<file path="src/wwrf_pkg.sv">
// constants for the watchdog and reset-cause block
package wwrf_pkg;
  localparam int ADDR_W = 8;
  localparam logic [ADDR_W-1:0] CTRL_OFFSET = 8'h60;
  localparam logic [ADDR_W-1:0] CAUSE_OFFSET = 8'h64;
  localparam int CTRL_FLAG_BIT = 7;
  localparam int CTRL_IE_BIT = 6;
  localparam int CTRL_SEL3_BIT = 5;
  localparam int CTRL_CE_BIT = 4;
  localparam int CTRL_RSTE_BIT = 3;
  localparam int CTRL_SEL_LO_MSB = 2;
  localparam int CAUSE_JTAG_BIT = 4;
  localparam int CAUSE_WDOG_BIT = 3;
  localparam int CAUSE_BROWN_BIT = 2;
  localparam int CAUSE_PIN_BIT = 1;
  localparam int CAUSE_POWER_BIT = 0;
  localparam int CAUSE_W = 5;
  localparam logic [CAUSE_W-1:0] CAUSE_RESET = 5'h01;
  localparam logic [3:0] SEL_RESET = 4'h0;
  localparam logic [3:0] SEL_MAX = 4'h9;
  localparam logic [2:0] CE_CYCLES = 3'h4;
  localparam int CLK_HZ = 20000000;
  localparam int OSC_HZ = 128000;
  localparam int OSC_DIV_DEF = CLK_HZ / OSC_HZ;
  localparam int TMO_BASE_DEF = 2048;
  localparam int CNT_W = 21;
  localparam int DIV_W = 8;
  localparam logic [1:0] RESP_OKAY = 2'h0;
  localparam logic [1:0] RESP_SLVERR = 2'h2;
  typedef enum logic [1:0] {MODE_STOP, MODE_IRQ, MODE_RST, MODE_COMBO} wwrf_mode_t;
endpackage

</file>
<file path="src/wwrf_top.sv">
// watchdog timer control with reset-cause flags, AXI4-Lite slave
// Summary of operation
// - jtag reset sets bit4; por or zero-write clears
// - watchdog reset sets bit3; por or zero-write clears
// - brownout reset sets bit2; por or zero-write clears
// - pin reset sets bit1; por or zero-write clears
// - power-on sets bit0; only zero-write clears
// - timeout select at bits 5 and 2:0
// - interrupt-mode timeout sets flag bit 7
// - vector execution or one-write clears flag
// - interrupt needs flag, enable and global enable
// - combined mode vector clears enable and flag
// - unserviced second timeout in combined mode resets
// - reset-enable and interrupt-enable select mode
// - programmed fuse forces system reset mode
// - change enable self-clears after four cycles
// - clearing reset-enable or select needs change enable
// - watchdog cause flag forces reset-enable on
// - timeout 2048 ticks doubling per select code up to 9, higher codes saturate
// - counter runs on 128 kHz oscillator ticks
// - programmed fuse locks enables to one, zero
// - reset-mode timeout gives one-cycle reset pulse
//
// Chosen here: the AXI4-Lite interface to the registers.
`timescale 1ns/1ps
`default_nettype none
module wwrf_top #(
  parameter int OSC_DIV = wwrf_pkg::OSC_DIV_DEF,
  parameter int TMO_BASE = wwrf_pkg::TMO_BASE_DEF
) (
  input wire logic CLOCK,
  input wire logic ARST_N,
  input wire logic [wwrf_pkg::ADDR_W-1:0] AWADDR,
  input wire logic AWVALID,
  output logic AWREADY,
  input wire logic [31:0] WDATA,
  input wire logic [3:0] WSTRB,
  input wire logic WVALID,
  output logic WREADY,
  output logic [1:0] BRESP,
  output logic BVALID,
  input wire logic BREADY,
  input wire logic [wwrf_pkg::ADDR_W-1:0] ARADDR,
  input wire logic ARVALID,
  output logic ARREADY,
  output logic [31:0] RDATA,
  output logic [1:0] RRESP,
  output logic RVALID,
  input wire logic RREADY,
  input wire logic ALWAYS_ON_FUSE,
  input wire logic CORE_GIE,
  input wire logic VECTOR_ACK,
  input wire logic WDT_RESTART,
  input wire logic JTAG_RESET_EVENT,
  input wire logic PIN_RESET_EVENT,
  input wire logic BROWNOUT_EVENT,
  output logic WDT_IRQ,
  output logic SYS_RESET_REQ
);
  import wwrf_pkg::*;

  localparam logic [CNT_W-1:0] tmo_base = CNT_W'(TMO_BASE);
  localparam logic [DIV_W-1:0] div_last = DIV_W'(OSC_DIV - 1);

  function automatic logic [CNT_W-1:0] tmo_limit(input logic [3:0] sel);
    logic [3:0] s;
    s = (sel > SEL_MAX) ? SEL_MAX : sel;
    tmo_limit = tmo_base << s;
  endfunction

  function automatic logic [7:0] ctrl_value(input logic flag, input logic ie, input logic [3:0] sel,
                                            input logic ce, input logic rste);
    ctrl_value = {flag, ie, sel[3], ce, rste, sel[2:0]};
  endfunction

  // bus write holding
  logic aw_have;
  logic w_have;
  logic [ADDR_W-1:0] wr_addr;
  logic [31:0] wr_data;
  logic [3:0] wr_strb;
  logic do_write;
  logic wr_ctrl;
  logic wr_cause;
  logic wr_mapped;

  // watchdog state
  logic flag;
  logic ie;
  logic rste;
  logic [3:0] sel;
  logic [2:0] ce_cnt;
  logic [CAUSE_W-1:0] cause;
  logic [DIV_W-1:0] div_cnt;
  logic [CNT_W-1:0] wdt_cnt;

  logic fuse_prog;
  logic ce_open;
  logic rste_eff;
  logic ie_eff;
  logic running;
  logic osc_tick;
  logic timeout;
  logic wd_reset_now;
  logic wd_irq_now;
  logic sys_event;
  logic sel_write_ok;
  logic sel_change;
  logic restart;
  logic [3:0] next_sel;
  logic [CAUSE_W-1:0] cause_set;
  logic [CAUSE_W-1:0] cause_clr;
  wwrf_mode_t mode;

  assign do_write = aw_have && w_have && !BVALID;
  assign wr_ctrl = do_write && (wr_addr == CTRL_OFFSET) && wr_strb[0];
  assign wr_cause = do_write && (wr_addr == CAUSE_OFFSET) && wr_strb[0];
  assign wr_mapped = (wr_addr == CTRL_OFFSET) || (wr_addr == CAUSE_OFFSET);

  assign fuse_prog = !ALWAYS_ON_FUSE;
  assign ce_open = (ce_cnt != 3'h0);
  assign rste_eff = rste || cause[CAUSE_WDOG_BIT] || fuse_prog;
  assign ie_eff = ie && !fuse_prog;
  assign running = fuse_prog || rste_eff || ie_eff;

  always_comb begin
    if (fuse_prog) begin
      mode = MODE_RST;
    end else begin
      case ({rste_eff, ie_eff})
        2'b01: mode = MODE_IRQ;
        2'b10: mode = MODE_RST;
        2'b11: mode = MODE_COMBO;
        default: mode = MODE_STOP;
      endcase
    end
  end

  // oscillator tick from divider, single clock so the event is already in the bus domain
  assign osc_tick = running && (div_cnt == div_last);
  assign timeout = osc_tick && (wdt_cnt == tmo_limit(sel) - 1'b1);
  assign wd_reset_now = timeout && ((mode == MODE_RST) || ((mode == MODE_COMBO) && flag));
  assign wd_irq_now = timeout && ((mode == MODE_IRQ) || ((mode == MODE_COMBO) && !flag));
  assign sys_event = wd_reset_now || JTAG_RESET_EVENT || PIN_RESET_EVENT || BROWNOUT_EVENT;

  assign next_sel = {wr_data[CTRL_SEL3_BIT], wr_data[CTRL_SEL_LO_MSB:0]};
  assign sel_write_ok = wr_ctrl && ce_open;
  assign sel_change = sel_write_ok && (next_sel != sel);
  assign restart = WDT_RESTART || sel_change || !running || sys_event;

  assign cause_set = {JTAG_RESET_EVENT, wd_reset_now, BROWNOUT_EVENT, PIN_RESET_EVENT, 1'b0};
  assign cause_clr = wr_cause ? ~wr_data[CAUSE_W-1:0] : '0;

  // write address channel
  always_ff @(posedge CLOCK or negedge ARST_N) begin
    if (!ARST_N) begin
      AWREADY <= 1'b0;
      aw_have <= 1'b0;
      wr_addr <= '0;
    end else if (AWVALID && AWREADY) begin
      AWREADY <= 1'b0;
      aw_have <= 1'b1;
      wr_addr <= AWADDR;
    end else begin
      if (do_write) begin
        aw_have <= 1'b0;
      end
      AWREADY <= !aw_have && !BVALID;
    end
  end

  // write data channel
  always_ff @(posedge CLOCK or negedge ARST_N) begin
    if (!ARST_N) begin
      WREADY <= 1'b0;
      w_have <= 1'b0;
      wr_data <= '0;
      wr_strb <= '0;
    end else if (WVALID && WREADY) begin
      WREADY <= 1'b0;
      w_have <= 1'b1;
      wr_data <= WDATA;
      wr_strb <= WSTRB;
    end else begin
      if (do_write) begin
        w_have <= 1'b0;
      end
      WREADY <= !w_have && !BVALID;
    end
  end

  // write response
  always_ff @(posedge CLOCK or negedge ARST_N) begin
    if (!ARST_N) begin
      BVALID <= 1'b0;
      BRESP <= RESP_OKAY;
    end else if (do_write) begin
      BVALID <= 1'b1;
      BRESP <= wr_mapped ? RESP_OKAY : RESP_SLVERR;
    end else if (BREADY) begin
      BVALID <= 1'b0;
    end
  end

  // read channel
  always_ff @(posedge CLOCK or negedge ARST_N) begin
    if (!ARST_N) begin
      ARREADY <= 1'b0;
      RVALID <= 1'b0;
      RDATA <= '0;
      RRESP <= RESP_OKAY;
    end else if (ARVALID && ARREADY) begin
      ARREADY <= 1'b0;
      RVALID <= 1'b1;
      RRESP <= RESP_OKAY;
      if (ARADDR == CTRL_OFFSET) begin
        RDATA <= {24'h0, ctrl_value(flag, ie_eff, sel, ce_open, rste_eff)};
      end else if (ARADDR == CAUSE_OFFSET) begin
        RDATA <= {27'h0, cause};
      end else begin
        RDATA <= '0;
        RRESP <= RESP_SLVERR;
      end
    end else begin
      if (RVALID && RREADY) begin
        RVALID <= 1'b0;
      end
      ARREADY <= !RVALID;
    end
  end

  // reset-cause flags, hardware set wins over software clear
  always_ff @(posedge CLOCK or negedge ARST_N) begin
    if (!ARST_N) begin
      cause <= CAUSE_RESET;
    end else begin
      cause <= cause_set | (cause & ~cause_clr);
    end
  end

  // timeout interrupt flag
  always_ff @(posedge CLOCK or negedge ARST_N) begin
    if (!ARST_N) begin
      flag <= 1'b0;
    end else if (sys_event) begin
      flag <= 1'b0;
    end else if (wd_irq_now) begin
      flag <= 1'b1;
    end else if (VECTOR_ACK || (wr_ctrl && wr_data[CTRL_FLAG_BIT])) begin
      flag <= 1'b0;
    end
  end

  // interrupt enable
  always_ff @(posedge CLOCK or negedge ARST_N) begin
    if (!ARST_N) begin
      ie <= 1'b0;
    end else if (sys_event) begin
      ie <= 1'b0;
    end else if (VECTOR_ACK && (mode == MODE_COMBO)) begin
      ie <= 1'b0;
    end else if (wr_ctrl) begin
      ie <= wr_data[CTRL_IE_BIT];
    end
  end

  // system reset enable, cleared by a system event or by a write inside the change window while the watchdog cause flag is clear
  always_ff @(posedge CLOCK or negedge ARST_N) begin
    if (!ARST_N) begin
      rste <= 1'b0;
    end else if (sys_event) begin
      rste <= 1'b0;
    end else if (wr_ctrl) begin
      if (wr_data[CTRL_RSTE_BIT]) begin
        rste <= 1'b1;
      end else if (ce_open && !cause[CAUSE_WDOG_BIT]) begin
        rste <= 1'b0;
      end
    end
  end

  // timeout select
  always_ff @(posedge CLOCK or negedge ARST_N) begin
    if (!ARST_N) begin
      sel <= SEL_RESET;
    end else if (sys_event) begin
      sel <= SEL_RESET;
    end else if (sel_write_ok) begin
      sel <= next_sel;
    end
  end

  // change enable window
  always_ff @(posedge CLOCK or negedge ARST_N) begin
    if (!ARST_N) begin
      ce_cnt <= 3'h0;
    end else if (sys_event) begin
      ce_cnt <= 3'h0;
    end else if (wr_ctrl && wr_data[CTRL_CE_BIT]) begin
      ce_cnt <= CE_CYCLES;
    end else if (ce_open) begin
      ce_cnt <= ce_cnt - 3'h1;
    end
  end

  // oscillator divider and watchdog counter
  always_ff @(posedge CLOCK or negedge ARST_N) begin
    if (!ARST_N) begin
      div_cnt <= '0;
      wdt_cnt <= '0;
    end else if (restart) begin
      div_cnt <= '0;
      wdt_cnt <= '0;
    end else if (osc_tick) begin
      div_cnt <= '0;
      wdt_cnt <= timeout ? '0 : wdt_cnt + 1'b1;
    end else begin
      div_cnt <= div_cnt + 1'b1;
    end
  end

  // outputs to core and reset generator
  always_ff @(posedge CLOCK or negedge ARST_N) begin
    if (!ARST_N) begin
      WDT_IRQ <= 1'b0;
      SYS_RESET_REQ <= 1'b0;
    end else begin
      WDT_IRQ <= flag && ie_eff && CORE_GIE;
      SYS_RESET_REQ <= wd_reset_now;
    end
  end
endmodule // wwrf_top
`default_nettype wire

</file>
<file path="config.mk">
export PLATFORM = sky130hd
export DESIGN_NAME = wwrf_top
export DESIGN_NICKNAME = d
export VERILOG_FILES = /design/src/wwrf_pkg.sv /design/src/wwrf_top.sv
export SDC_FILE = /design/constraint.sdc
export NUM_CORES = 1
export LEC_CHECK = 0
export ABC_AREA = 1
export BUFFER_PORTS_ARGS = -buffer_cell sky130_fd_sc_hd__clkbuf_2
export CAP_MARGIN = 15
export CORE_ASPECT_RATIO = 2
export CORE_MARGIN = 5
export CORE_UTILIZATION = 50
export CTS_CLUSTER_SIZE = 25
export DETAILED_ROUTE_END_ITERATION = 16
export PLACE_DENSITY = 0.84
export REMOVE_ABC_BUFFERS = 1
export SLEW_MARGIN = 20
export SYNTH_ARGS = -nofsm -noshare
export SYNTH_HDL_FRONTEND = slang
export SYNTH_SLANG_ARGS = --single-unit
</file>
<file path="constraint.sdc">
create_clock -name CLOCK -period 3.2 [get_ports CLOCK]
set_input_delay 0.64 -clock CLOCK [delete_from_list [all_inputs] [get_ports CLOCK]]
set_output_delay 0.64 -clock CLOCK [all_outputs]
set_load 0.01 [all_outputs]
</file>
; After elaboration in Yosys (flattened, before gate mapping)
; Cells that the tools add are included.
[totals]
ff_bits = 106
output_inout_bits = 43
word_cells = 147
[classes]
add_sub_neg = 4
n_lt_le_gt_ge = 1
n_eq_ne = 13
n_shift = 1
muxes = 39
n_bitwise = 4
reduce_logical = 62
[op_table]
columns = operator, count
row1 = 21-bit two-way mux, 3
row2 = 8-bit by 7-bit equality test with 1-bit output (second input constant), 4
row3 = 1-bit logical AND, 27
row4 = 8-bit two-way mux, 3
row5 = 21-bit by 1-bit adder with 21-bit output (second input constant), 1
row6 = 21-bit equality test, 1
row7 = 12-bit by 4-bit left shift with 21-bit output (first input constant), 1
row8 = 21-bit by 1-bit subtractor with 21-bit output (second input constant), 1
row9 = 1-bit two-way mux, 20
row10 = 3-bit nonzero test, 5
row11 = 1-bit logical OR, 14
row12 = 2-bit nonzero test, 7
row13 = 4-bit two-way mux, 3
row14 = 5-bit two-way mux, 2
row15 = 5-bit NOT, 2
row16 = 3-bit two-way mux, 3
row17 = 8-bit by 1-bit adder with 8-bit output (second input constant), 1
row18 = 2-bit equality test (second input constant), 4
row19 = 8-bit equality test (second input constant), 1
row20 = 1-bit logical NOT, 8
row21 = 2-bit two-way mux, 4
row22 = 2-bit case mux with 3 select lines, 1
row23 = 5-bit bitwise AND, 1
row24 = 5-bit OR, 1
row25 = 5 further kinds, 6

; Longest topological paths before layout
; Gate-level depths: netlist of run 1.
[depth]
depth_word = 14
depth_mapped = 16
ltp_nobuf = 15

; Worst setup path before layout of run 1
; No wires, ideal clock.
[synth_timing]
kind = register to register
start = register sel[3]
end = register div_cnt[5]
setup_ps = 131
arrival_ps = 1970
required_time_ps = 3069
path_slack_ps = 1100
stages_incl_launch_ff = 14
n_path_buf = 2
period_less_slack_ps = 2100
path_cell_list = dfrtp_1 -> buf_6 -> nor2_8 -> nand2_1 -> ha_1 -> xor2_1 -> nand3_1 -> nor2_1 -> nand2_1 -> nor2_4 -> nand3_4 -> nand3_4 -> buf_8 -> nor3_2
[synth_between]
elab_chain_cells = 12
word_cells_on_any_way = 16
[synth_rtl]
columns = element, line
row1 = start: declaration, wwrf_top.sv:91  ; logic [3:0] sel;
row2 = start signal: assignment, wwrf_top.sv:289  ; sel <= next_sel;
row3 = 4-bit > comparator, wwrf_top.sv:67  ; s = (sel > SEL_MAX) ? SEL_MAX : sel;
row4 = 4-bit two-way mux, wwrf_top.sv:67
row5 = 12-bit by 4-bit left shift with 21-bit output, wwrf_top.sv:68  ; tmo_limit = tmo_base << s;
row6 = 21-bit by 1-bit subtractor with 21-bit output, wwrf_top.sv:141  ; assign timeout = osc_tick && (wdt_cnt == tmo_limit(sel) - 1'b1);
row7 = 21-bit equality test, wwrf_top.sv:141
row8 = 1-bit logical AND, wwrf_top.sv:141
row9 = 1-bit logical AND, wwrf_top.sv:142  ; assign wd_reset_now = timeout && ((mode == MODE_RST) || ((mode == MODE_COMBO) && flag));
row10 = 1-bit logical OR (3 in series), wwrf_top.sv:144  ; assign sys_event = wd_reset_now || JTAG_RESET_EVENT || PIN_RESET_EVENT || BROWNOUT_EVENT;
row11 = 1-bit logical OR (*), wwrf_top.sv:149  ; assign restart = WDT_RESTART || sel_change || !running || sys_event;
row12 = 8-bit two-way mux (*), wwrf_top.sv:311  ; end else if (restart) begin
row13 = end signal: assignment, wwrf_top.sv:318  ; div_cnt <= div_cnt + 1'b1;
row14 = end: declaration, wwrf_top.sv:94  ; logic [DIV_W-1:0] div_cnt;
; Mark *: on every way between the ends. The rest lies on a longest branch, timed or not.
; A chain may end at the register's enable or synchronous reset.

; Final worst setup path of run 1
[layout_timing]
start = register sel[3]
end = register div_cnt[7]
; Same word-level chain as after synthesis.

==> results.cfg, run 1 <==
[drt]
first_pass_iters = 5
drt-initial-drc-count = 205
wl_per_cell_um = 15.4
wl_mm = 11.3
route.detailed.drc = 0
viasPerCell = 5.54
ant_nets = 0
vias = 4075

[global_routing]
gr-total-overflow = 0
antenna_found_initial = 0
track_usage_pct = 20.5
grt_max_degree = 81
grt_pass1_vias = 4134
grt_pass1_wl_mm = 18.8

[cts]
holdBufCountCts = 0
cts.repair.resized = 0
clock_latency_ps = 340
clk_path_buf_depth = 2
post-cts-setup-buffer-count = 0
path_clk_slew_ps = 60
clock-root-buffer = clkbuf_16
htreeDepth = 3
clock-sinks = 80
cts_tree = built
cts_inserted_buffers = 9

[power]
p_leak_uw = 0.00240
power.density_nw_per_um2 = 531
ir_drop_v = 0.000476

[floorplan]
fp.dieH_um = 147
rows = 50
boundaryPins = 109
dieArea_um2 = 11600
die_w_um = 78.6
initial_utilization_pct = 50.8
core_um2 = 9260

[synth]
synth_top_family_by_area = simple AND/OR/NAND/NOR gates
ys_seq_area_share_pct = 42.6
synth_compound_gate_area_share_pct = 7.96
synthAdderAreaFrac_pct = 1.33
synth-xor-area-share_pct = 4.28
synth_edf_count = 0
async_reset_ff_share_pct = 100
synth.distinct_cells = 42
syn_area_um2 = 4700
synthMuxAreaShare_pct = 2.87
synth_seq_cells = 80
ys_dominant_reg_cell = dfrtp_1
synth_cells = 575
yosysWarnings = 0
avgSynthCellArea_um2 = 8.18
synthSimpleGateAreaFrac_pct = 29.3

[place]
port_buffers = 55
dpl_cell_area_um2 = 4920
hpwl_mm = 8.58
gp_congestion = 0.924

[setup_path]
crit_buf_inv = 0
path_max_fanout = 21
end_kind = flip-flop
start_kind = flip-flop
worst_path_max_delay_cell = dfrtp_1
critPathRequiredTime_ps = 3400
cp_top_family = simple AND/OR/NAND/NOR gates
path_class = flip-flop to flip-flop
arrival_ps = 2770
max_stage_delay_ps = 510
crit_path_cell_trace = nor2_8 -> nand2_1 -> ha_1 -> xor2_1 -> nand3_1 -> nor2_1 -> nand2_1 -> nor2_4 -> nand3_4 -> nand3_4 -> nor3_1

[run_status]
status = finished clean

[cells_and_area]
antenna_cells = 0
most-common-layout-cells = nand2_1 (104), dfrtp_1 (79), inv_1 (65), nor2_1 (65), clkbuf_2 (54)
final_common_cell = nand2_1
drive_gt1_share_pct = 20.1
synthToLayoutAreaGrowth_pct = 10.8
final_nets = 698
final_area_um2 = 5210

[timing]
worst_pin_slew_ps = 710
slew_violations = 0
finalHoldViolations = 0
clock-skew-final_ps = 9.79
fmax_mhz = 389
fin_crit_ps = 2570
slew_headroom_pct = 52.6
tns_ps = 0
setup_viol = 0
min_period_over_period_pct = 80.3
rsz0062_at_grt = false

[job]
drv_cap = 0

[hold_path]
hp-class = input port to asynchronous set/reset pin
flip-flops by register name (all words and copies together), names as in the netlist:
| signal | count |
|---|---|
| cause | 5 |
| RRESP | 1 |
| flag | 1 |
| BVALID | 1 |
| rste | 1 |
| WDT_IRQ | 1 |
| SYS_RESET_REQ | 1 |
| wr_strb | 1 |
| ie | 1 |
| ARREADY | 1 |
| AWREADY | 1 |
| div_cnt | 8 |
| wr_addr | 8 |
| sel | 4 |
| WREADY | 1 |
| ce_cnt | 3 |
| wr_data | 8 |
| BRESP | 1 |
| w_have | 1 |
| RDATA | 8 |
| aw_have | 1 |
| wdt_cnt | 21 |
| RVALID | 1 |
metal layers:
layer	global-route usage [%]	vias up	part of all wire, %
met3	3.80	57	5.3
met2	37.5	190	55
met1	19.2	1908	32
met5	0	-	0
met4	16.0	0	7.3
li1	-	1920	-
area by class of cell:
cell class,count,area (µm²)
inverter,69,259
fill,800,4050
tap,104,130
timing repair buffer,56,289
clock buffer,11,243
sequential,80,2000
clock inverter,5,37.5
multi-input combinational,411,2250
kinds of logic (layout without fill, tap and decap cells):
group	after synthesis	in the layout
simple gates	285	285
buf+inv	109	141
flops	80	80
compound gates	60	60
xor+xnor	23	23
mux	12	12
fa+ha+maj	5	5
other cells	1	26
synthesized netlist by cell type (2+ instances only):
master / count / area (µm²)
a21oi_1: 19 / 95.1
a21oi_2: 8 / 70.1
buf_1: 2 / 7.51
buf_2: 4 / 20.0
buf_4: 28 / 210
buf_6: 2 / 22.5
clkbuf_1: 3 / 11.3
dfrtp_1: 79 / 1980
ha_1: 5 / 62.6
inv_1: 65 / 244
inv_2: 4 / 15.0
mux2_2: 12 / 135
nand2_1: 104 / 390
nand3_1: 50 / 250
nand3_4: 2 / 35.0
nand4_1: 16 / 100
nor2_1: 65 / 244
nor2_2: 12 / 75.1
nor2_4: 3 / 33.8
nor3_1: 16 / 80.1
nor3_2: 8 / 80.1
o21a_1: 3 / 22.5
o21ai_0: 17 / 85.1
o21bai_1: 4 / 30.0
o221ai_1: 3 / 26.3
o31ai_1: 3 / 22.5
or2_2: 2 / 12.5
xnor2_1: 8 / 70.1
xor2_1: 15 / 131
power by group:
group / switching, µW / internal (µW) / total, µW
logic: 275 / 216 / 491
clock network: 417 / 551 / 968
registers: 116 / 1190 / 1310
total: 808 / 1960 / 2770
stage by stage:
stage | utilization, % | hold slack [ps] | worst slack [ps] | cells | total power [µW]
floorplan | - | 344 | 980 | 560 | 1620
global placement | 53.2 | 427 | 700 | 720 | 1780
detailed placement | 53.2 | 435 | 660 | 720 | 1820
CTS | 56.2 | 443 | 650 | 736 | 2770
global route | 56.3 | 397 | 481 | 736 | 2910
finish | 56.3 | 317 | 631 | 736 | 2770
final timing paths:
path | endpoint | from | cells past startpoint | slack (ps)
setup / recovery | div_cnt[7]$_DFF_PN0_ | sel[3]$_DFFE_PN0P_ | 11 | 630
hold / removal | ce_cnt[0]$_DFFE_PN0P_ | ARST_N | 1 | 320
setup reg to reg | div_cnt[7]$_DFF_PN0_ | sel[3]$_DFFE_PN0P_ | 11 | 630
hold reg to reg | ARREADY$_DFF_PN0_ | RVALID$_DFFE_PN0P_ | 1 | 450
max in group asynchronous | wdt_cnt[13]$_DFFE_PN0P_ | ARST_N | 1 | 2380
min in group CLOCK | ARREADY$_DFF_PN0_ | RVALID$_DFFE_PN0P_ | 1 | 450
Note: power is estimated with default switching activity, not from simulation.
==> run 2: changes to the inputs <==
- ABC_AREA: 1 -> 0
- CORE_UTILIZATION: 50 -> 48
- PLACE_DENSITY: 0.84 -> 0.86
- clock period: 3.2 -> 2.1 ns (I/O delays scaled with it)
==> run 2 against run 1 <==
Net effect: the flow now finishes with violations (setup timing); synthesized cell count decreased by 31%; sequential share of layout area decreased by 1.6 points; hold slack got worse by 280 ps; flip-flop and latch count unchanged; synthesized area decreased by 12%; clock skew decreased by 1.9 ps; non-clock buffer count increased by 50; wire length increased by 6.5%; cell area increased by 4.3%; highest routed layer unchanged.
==> results.cfg, run 2 <==
[run_status]
status = finished with violations
violations = setup timing

[place]
port_buffers = 55
placedCellCount = 580
hpwl_mm = 7.79
gp_congestion = 0.912
dp_slack_ps = -829
dpl_cell_area_um2 = 4700

[floorplan]
dieArea_um2 = 10700
rows = 48
boundaryPins = 109
fp.dieH_um = 141
core_um2 = 8530
initial_utilization_pct = 48.5
die_w_um = 75.7

[synth]
netlist.area_leader.share_pct = 47.8
yosysWarnings = 0
avgSynthCellArea_um2 = 10.4
synth_edf_count = 0
synth_cells = 399
ys_dominant_reg_cell = dfrtp_1
synth_seq_cells = 80
synth_top_cell_by_area = dfrtp_1
synth.distinct_cells = 51
syn_area_um2 = 4140
yosysMostFrequentCell = dfrtp_1
netlist_top_cells_area = dfrtp_1 (48%), buf_4 (4.9%), mux2_2 (4.9%), xor2_1 (4.2%), nor2_1 (3.9%)
synth_common_cells = dfrtp_1 (79), nor2_1 (43), nand2_1 (29)
ys_seq_area_share_pct = 48.4
async_reset_ff_share_pct = 100

[timing]
worst_pin_slew_ps = 722
fmax_mhz = 355
tns_ps = -26270
fin_ws_ps = -713
clock-skew-final_ps = 7.91
setup_viol = 41
slew_violations = 0
slew_headroom_pct = 51.8
fin_crit_ps = 2810
rsz0062_at_grt = true
finalHoldViolations = 0
min_period_over_period_pct = 134

[cts]
clock-root-buffer = clkbuf_16
holdBufCountCts = 0
path_clk_slew_ps = 60
clk_path_buf_depth = 2
cts_tree = built
htreeDepth = 3
clock_latency_ps = 340
cts_inserted_buffers = 9
clock-sinks = 80

[power]
power.density_nw_per_um2 = 789
p_leak_uw = 0.00239
fin_total_pwr_uw = 4290
ir_drop_v = 0.000842

[job]
drv_cap = 0

[setup_path]
arrival_ps = 3030
end_kind = flip-flop
path_class = flip-flop to flip-flop
start_kind = flip-flop
critPathRequiredTime_ps = 2320
path_max_fanout = 4

[cells_and_area]
final_cells = 606
synthToLayoutAreaGrowth_pct = 31.2
final_nets = 572
antenna_cells = 0
final_area_um2 = 5430
most-common-layout-cells = dfrtp_1 (79), clkbuf_2 (54), buf_4 (42), nand2_1 (27), conb_1 (26)
final_common_cell = dfrtp_1
n_fill_cell = 600
drive_gt1_share_pct = 38.7
largest_reg_flops = 21
regMostFlops = wdt_cnt

[drt]
ant_nets = 0
vias = 3519
route.detailed.drc = 0
wl_per_cell_um = 19.9
viasPerCell = 5.81
first_pass_iters = 4
wl_mm = 12.1
drt-initial-drc-count = 193

[global_routing]
grt_pass1_wl_mm = 19.2
antenna_found_initial = 0
gr-total-overflow = 0
grt_max_degree = 36
track_usage_pct = 23.9
grt_pass1_vias = 3948

[hold_path]
hp-class = input port to asynchronous set/reset pin
## run 2: cell types whose count changed in the layout (fill, tap and decap cells not counted), sizes merged, moves of 8 or more
cell	change
nand2	-76
mux2i	+8
nand3	-45
xnor2	+10
a21oi	-18
nor2	-38
inv	-62
buf	+49
nor3	-10
## run 2: worst max-delay path, stage by stage, from the launching register on
cell and delay (ps):
dfrtp_1 380, or4_4 560, ha_4 190, buf_6 110, xor2_2 160, xnor2_1 150, nand4_1 180, a2111oi_4 330
buf_4 180, buf_6 90, and3b_1 180, o21a_1 180
## run 2: repair_timing
item / 4_1_cts / 5_1_grt
endpoints found under the setup margin: 41 / 41
resized for setup: 42 / 36
cloned: 3 / 1
pin swaps: 26 / 18
setup buffers: 6 / 2
## run 2: final timing paths
| path | start | to | slack, ps | depth (start not counted) |
|---|---|---|---|---|
| max | sel[0]$_DFFE_PN0P_ | wdt_cnt[1]$_DFFE_PN0P_ | -710 | 11 |
| min reg2reg | cause[0]$_DFF_PN1_ | cause[0]$_DFF_PN1_ | 480 | 1 |
| max in group asynchronous | ARST_N | RDATA[4]$_DFFE_PN0P_ | 1410 | 2 |
| min in group CLOCK | RREADY | RVALID$_DFFE_PN0P_ | 270 | 2 |
| max reg2reg | sel[0]$_DFFE_PN0P_ | wdt_cnt[1]$_DFFE_PN0P_ | -710 | 11 |
| min | ARST_N | wdt_cnt[2]$_DFFE_PN0P_ | 30 | 1 |
## run 2: cells by family after synthesis
logic type      Yosys count  synth area share [%]
compound gates           45                  7.22
xor+xnor                 38                  8.04
fa+ha+maj                 5                  1.51
buf+inv                  50                  7.56
flops                    80                  48.4
mux                      26                  6.83
other cells               1                0.0906
simple gates            154                  20.3
## run 2: cell type report
type / instances / area, µm² / area share (%)
multi-input cells: 295 / 2210 / 40.7
repair buffers: 106 / 737 / 13.6
clock inverters: 2 / 35.0 / 0.645
flip-flops and latches: 80 / 2000 / 36.9
inverters: 9 / 33.8 / 0.622
clock buffers: 14 / 284 / 5.23
well taps: 100 / 125 / 2.30
## run 2: per-stage QoR
stage	hold WS, ps	util, %
after floorplan	124	-
after global placement	387	55.1
after detailed placement	393	55.1
after CTS	38.3	62.1
after global routing	61.2	63.7
final	33.4	63.7
## run 2: power by group
group          switching, µW  internal, µW
Combinational            324           312
Clock                    608          1050
Sequential               211          1780
## run 2: routing by layer
layer  wire length, µm  GRT usage (%)  up-vias  share of wire [%]
li1                  -              -     1534                  -
met1              3880           23.1     1726                 32
met2              6760           42.5      196                 56
met3               642           5.04       63                5.3
met4               785           16.2        0                6.5
met5                 0              0        -                  0
==> run 3: changes to the inputs <==
- PLACE_DENSITY: 0.86 -> 0.81
==> run 3 against run 2 <==
Net effect: sequential share of layout area increased by 2.9 points; the flow still finishes with violations (setup timing); total power decreased by 5.8%; wire length decreased by 17%; hold slack got worse by 31 ps; largest cell class is now sequential cells; critical endpoint is now wdt_cnt[3]$_DFFE_PN0P_.
==> results.cfg, run 3 (synthesis gave the netlist of run 2 again) <==
[place]
port_buffers = 55
dp_slack_ps = -810
hpwl_mm = 7.60
dpl_cell_area_um2 = 4640
gp_congestion = 0.874
placedCellCount = 573

[global_routing]
track_usage_pct = 20.8
grt_pass1_vias = 3453
gr-total-overflow = 0
antenna_found_initial = 0
grt_pass1_wl_mm = 16.6
grt_max_degree = 52

[setup_path]
worst_path_max_delay_cell = or4_4
crit_path_cell_trace = or4_4 -> ha_4 -> or3_4 -> a21oi_4 -> o21ai_2 -> a2111oi_4 -> buf_4 -> nand2b_4 -> buf_12 -> nor2_1
end_kind = flip-flop
max_stage_delay_ps = 550
arrival_ps = 2900
critPathRequiredTime_ps = 2330
start_kind = flip-flop
path_max_fanout = 17
cp_top_family = simple AND/OR/NAND/NOR gates
path_class = flip-flop to flip-flop
crit_buf_inv = 2

[cts]
clk_path_buf_depth = 2
holdBufCountCts = 0
htreeDepth = 3
cts_tree = built
clock_latency_ps = 340
clock-sinks = 80
clock-root-buffer = clkbuf_16
path_clk_slew_ps = 60
cts_inserted_buffers = 9

[floorplan]
rows = 48
core_um2 = 8530
boundaryPins = 109
die_w_um = 75.7
initial_utilization_pct = 48.5
dieArea_um2 = 10700
fp.dieH_um = 141

[timing]
worst_pin_slew_ps = 742
min_period_over_period_pct = 127
tns_ps = -22210
setup_viol = 41
clock-skew-final_ps = 4.97
slew_violations = 0
rsz0062_at_grt = true
fmax_mhz = 374
fin_ws_ps = -575
finalHoldViolations = 0
slew_headroom_pct = 50.0
fin_crit_ps = 2670

[hold_path]
hp-class = input port to asynchronous set/reset pin

[cells_and_area]
final_area_um2 = 5030
regArea_um2 = 2000
n_fill_cell = 693
multi_input_area_um2 = 2000
final_cells = 592
most-common-layout-cells = dfrtp_1 (79), clkbuf_2 (54), nor2_1 (42), buf_4 (34), nand2_1 (27)
synthToLayoutAreaGrowth_pct = 21.6
antenna_cells = 0
drive_gt1_share_pct = 29.9
largest_reg_flops = 21
regMostFlops = wdt_cnt
final_nets = 558
final_common_cell = dfrtp_1

[power]
intPower_uw = 2890
fin_total_pwr_uw = 4040
p_sw_share_pct = 28.5
power.density_nw_per_um2 = 802
pwr-share-comb_pct = 15.0
ir_drop_v = 0.000725
pwr-share-seq_pct = 49.2
switching_power_uw = 1150
p_leak_uw = 0.00227
pwr-share-clk_pct = 35.8

[drt]
wl_per_cell_um = 17.0
wl_mm = 10.1
viasPerCell = 5.43
first_pass_iters = 4
drt-initial-drc-count = 192
vias = 3212
route.detailed.drc = 0
ant_nets = 0

[job]
drv_cap = 0

[run_status]
violations = setup timing
status = finished with violations
run 3: metrics by stage:
stage | util (%) | hold slack, ps
after CTS | 58.6 | 14.5
after global routing | 59.0 | 24.8
after global placement | 54.5 | 372
final | 59.0 | 2.13
after floorplan | - | 124
after detailed placement | 54.5 | 380
run 3: cell type report:
class / instances / share of cell area, %
tap: 100 / 2.49
clock buffer: 10 / 4.55
inverter: 9 / 0.671
multi-input combinational: 294 / 39.7
timing repair buffer: 93 / 11.9
clock inverter: 6 / 0.845
sequential: 80 / 39.8
run 3: what timing repair did:
item / CTS / global route
setup buffers: 1 / 2
setup endpoints to repair: 41 / 41
pin swaps: 11 / 2
gates cloned: 0 / 0
resized for setup: 17 / 4
run 3: path summary, 6_finish.rpt:
check                                         from                      to  slack, ps  cells after the start
max in group asynchronous                   ARST_N      cause[0]$_DFF_PN1_       1440                      2
worst max-delay path            sel[0]$_DFFE_PN0P_  wdt_cnt[3]$_DFFE_PN0P_       -570                     10
worst min register to register  RVALID$_DFFE_PN0P_       ARREADY$_DFF_PN0_        460                      1
min in group CLOCK                          BREADY      BVALID$_DFFE_PN0P_        260                      2
worst min-delay path                        ARST_N  wr_data[5]$_DFFE_PN0P_          2                      1
worst max register to register  sel[0]$_DFFE_PN0P_  wdt_cnt[3]$_DFFE_PN0P_       -570                     10
run 3: power groups by stage:
stage / Combinational [µW] / Sequential [µW] / Clock (µW)
floorplan: 372 / 1960 / 0
global route: 681 / 2020 / 1540
CTS: 613 / 1980 / 1460
detailed placement: 602 / 2010 / 0
finish: 605 / 1990 / 1450
global placement: 573 / 1990 / 0
run 3: worst reg2reg max path: stages, from the launching register on:
cell	delay [ps]
dfrtp_1	380
or4_4	550
ha_4	200
or3_4	340
a21oi_4	140
o21ai_2	90
a2111oi_4	340
buf_4	190
nand2b_4	130
buf_12	140
nor2_1	60
run 3: metal layers:
metal  wire (µm)  vias to the layer above  track usage, %
met5           0                        -               0
met4         533                        0            13.3
met2        5750                       99            37.2
li1            -                     1510               -
met3         448                       33            5.04
met1        3320                     1570            19.9
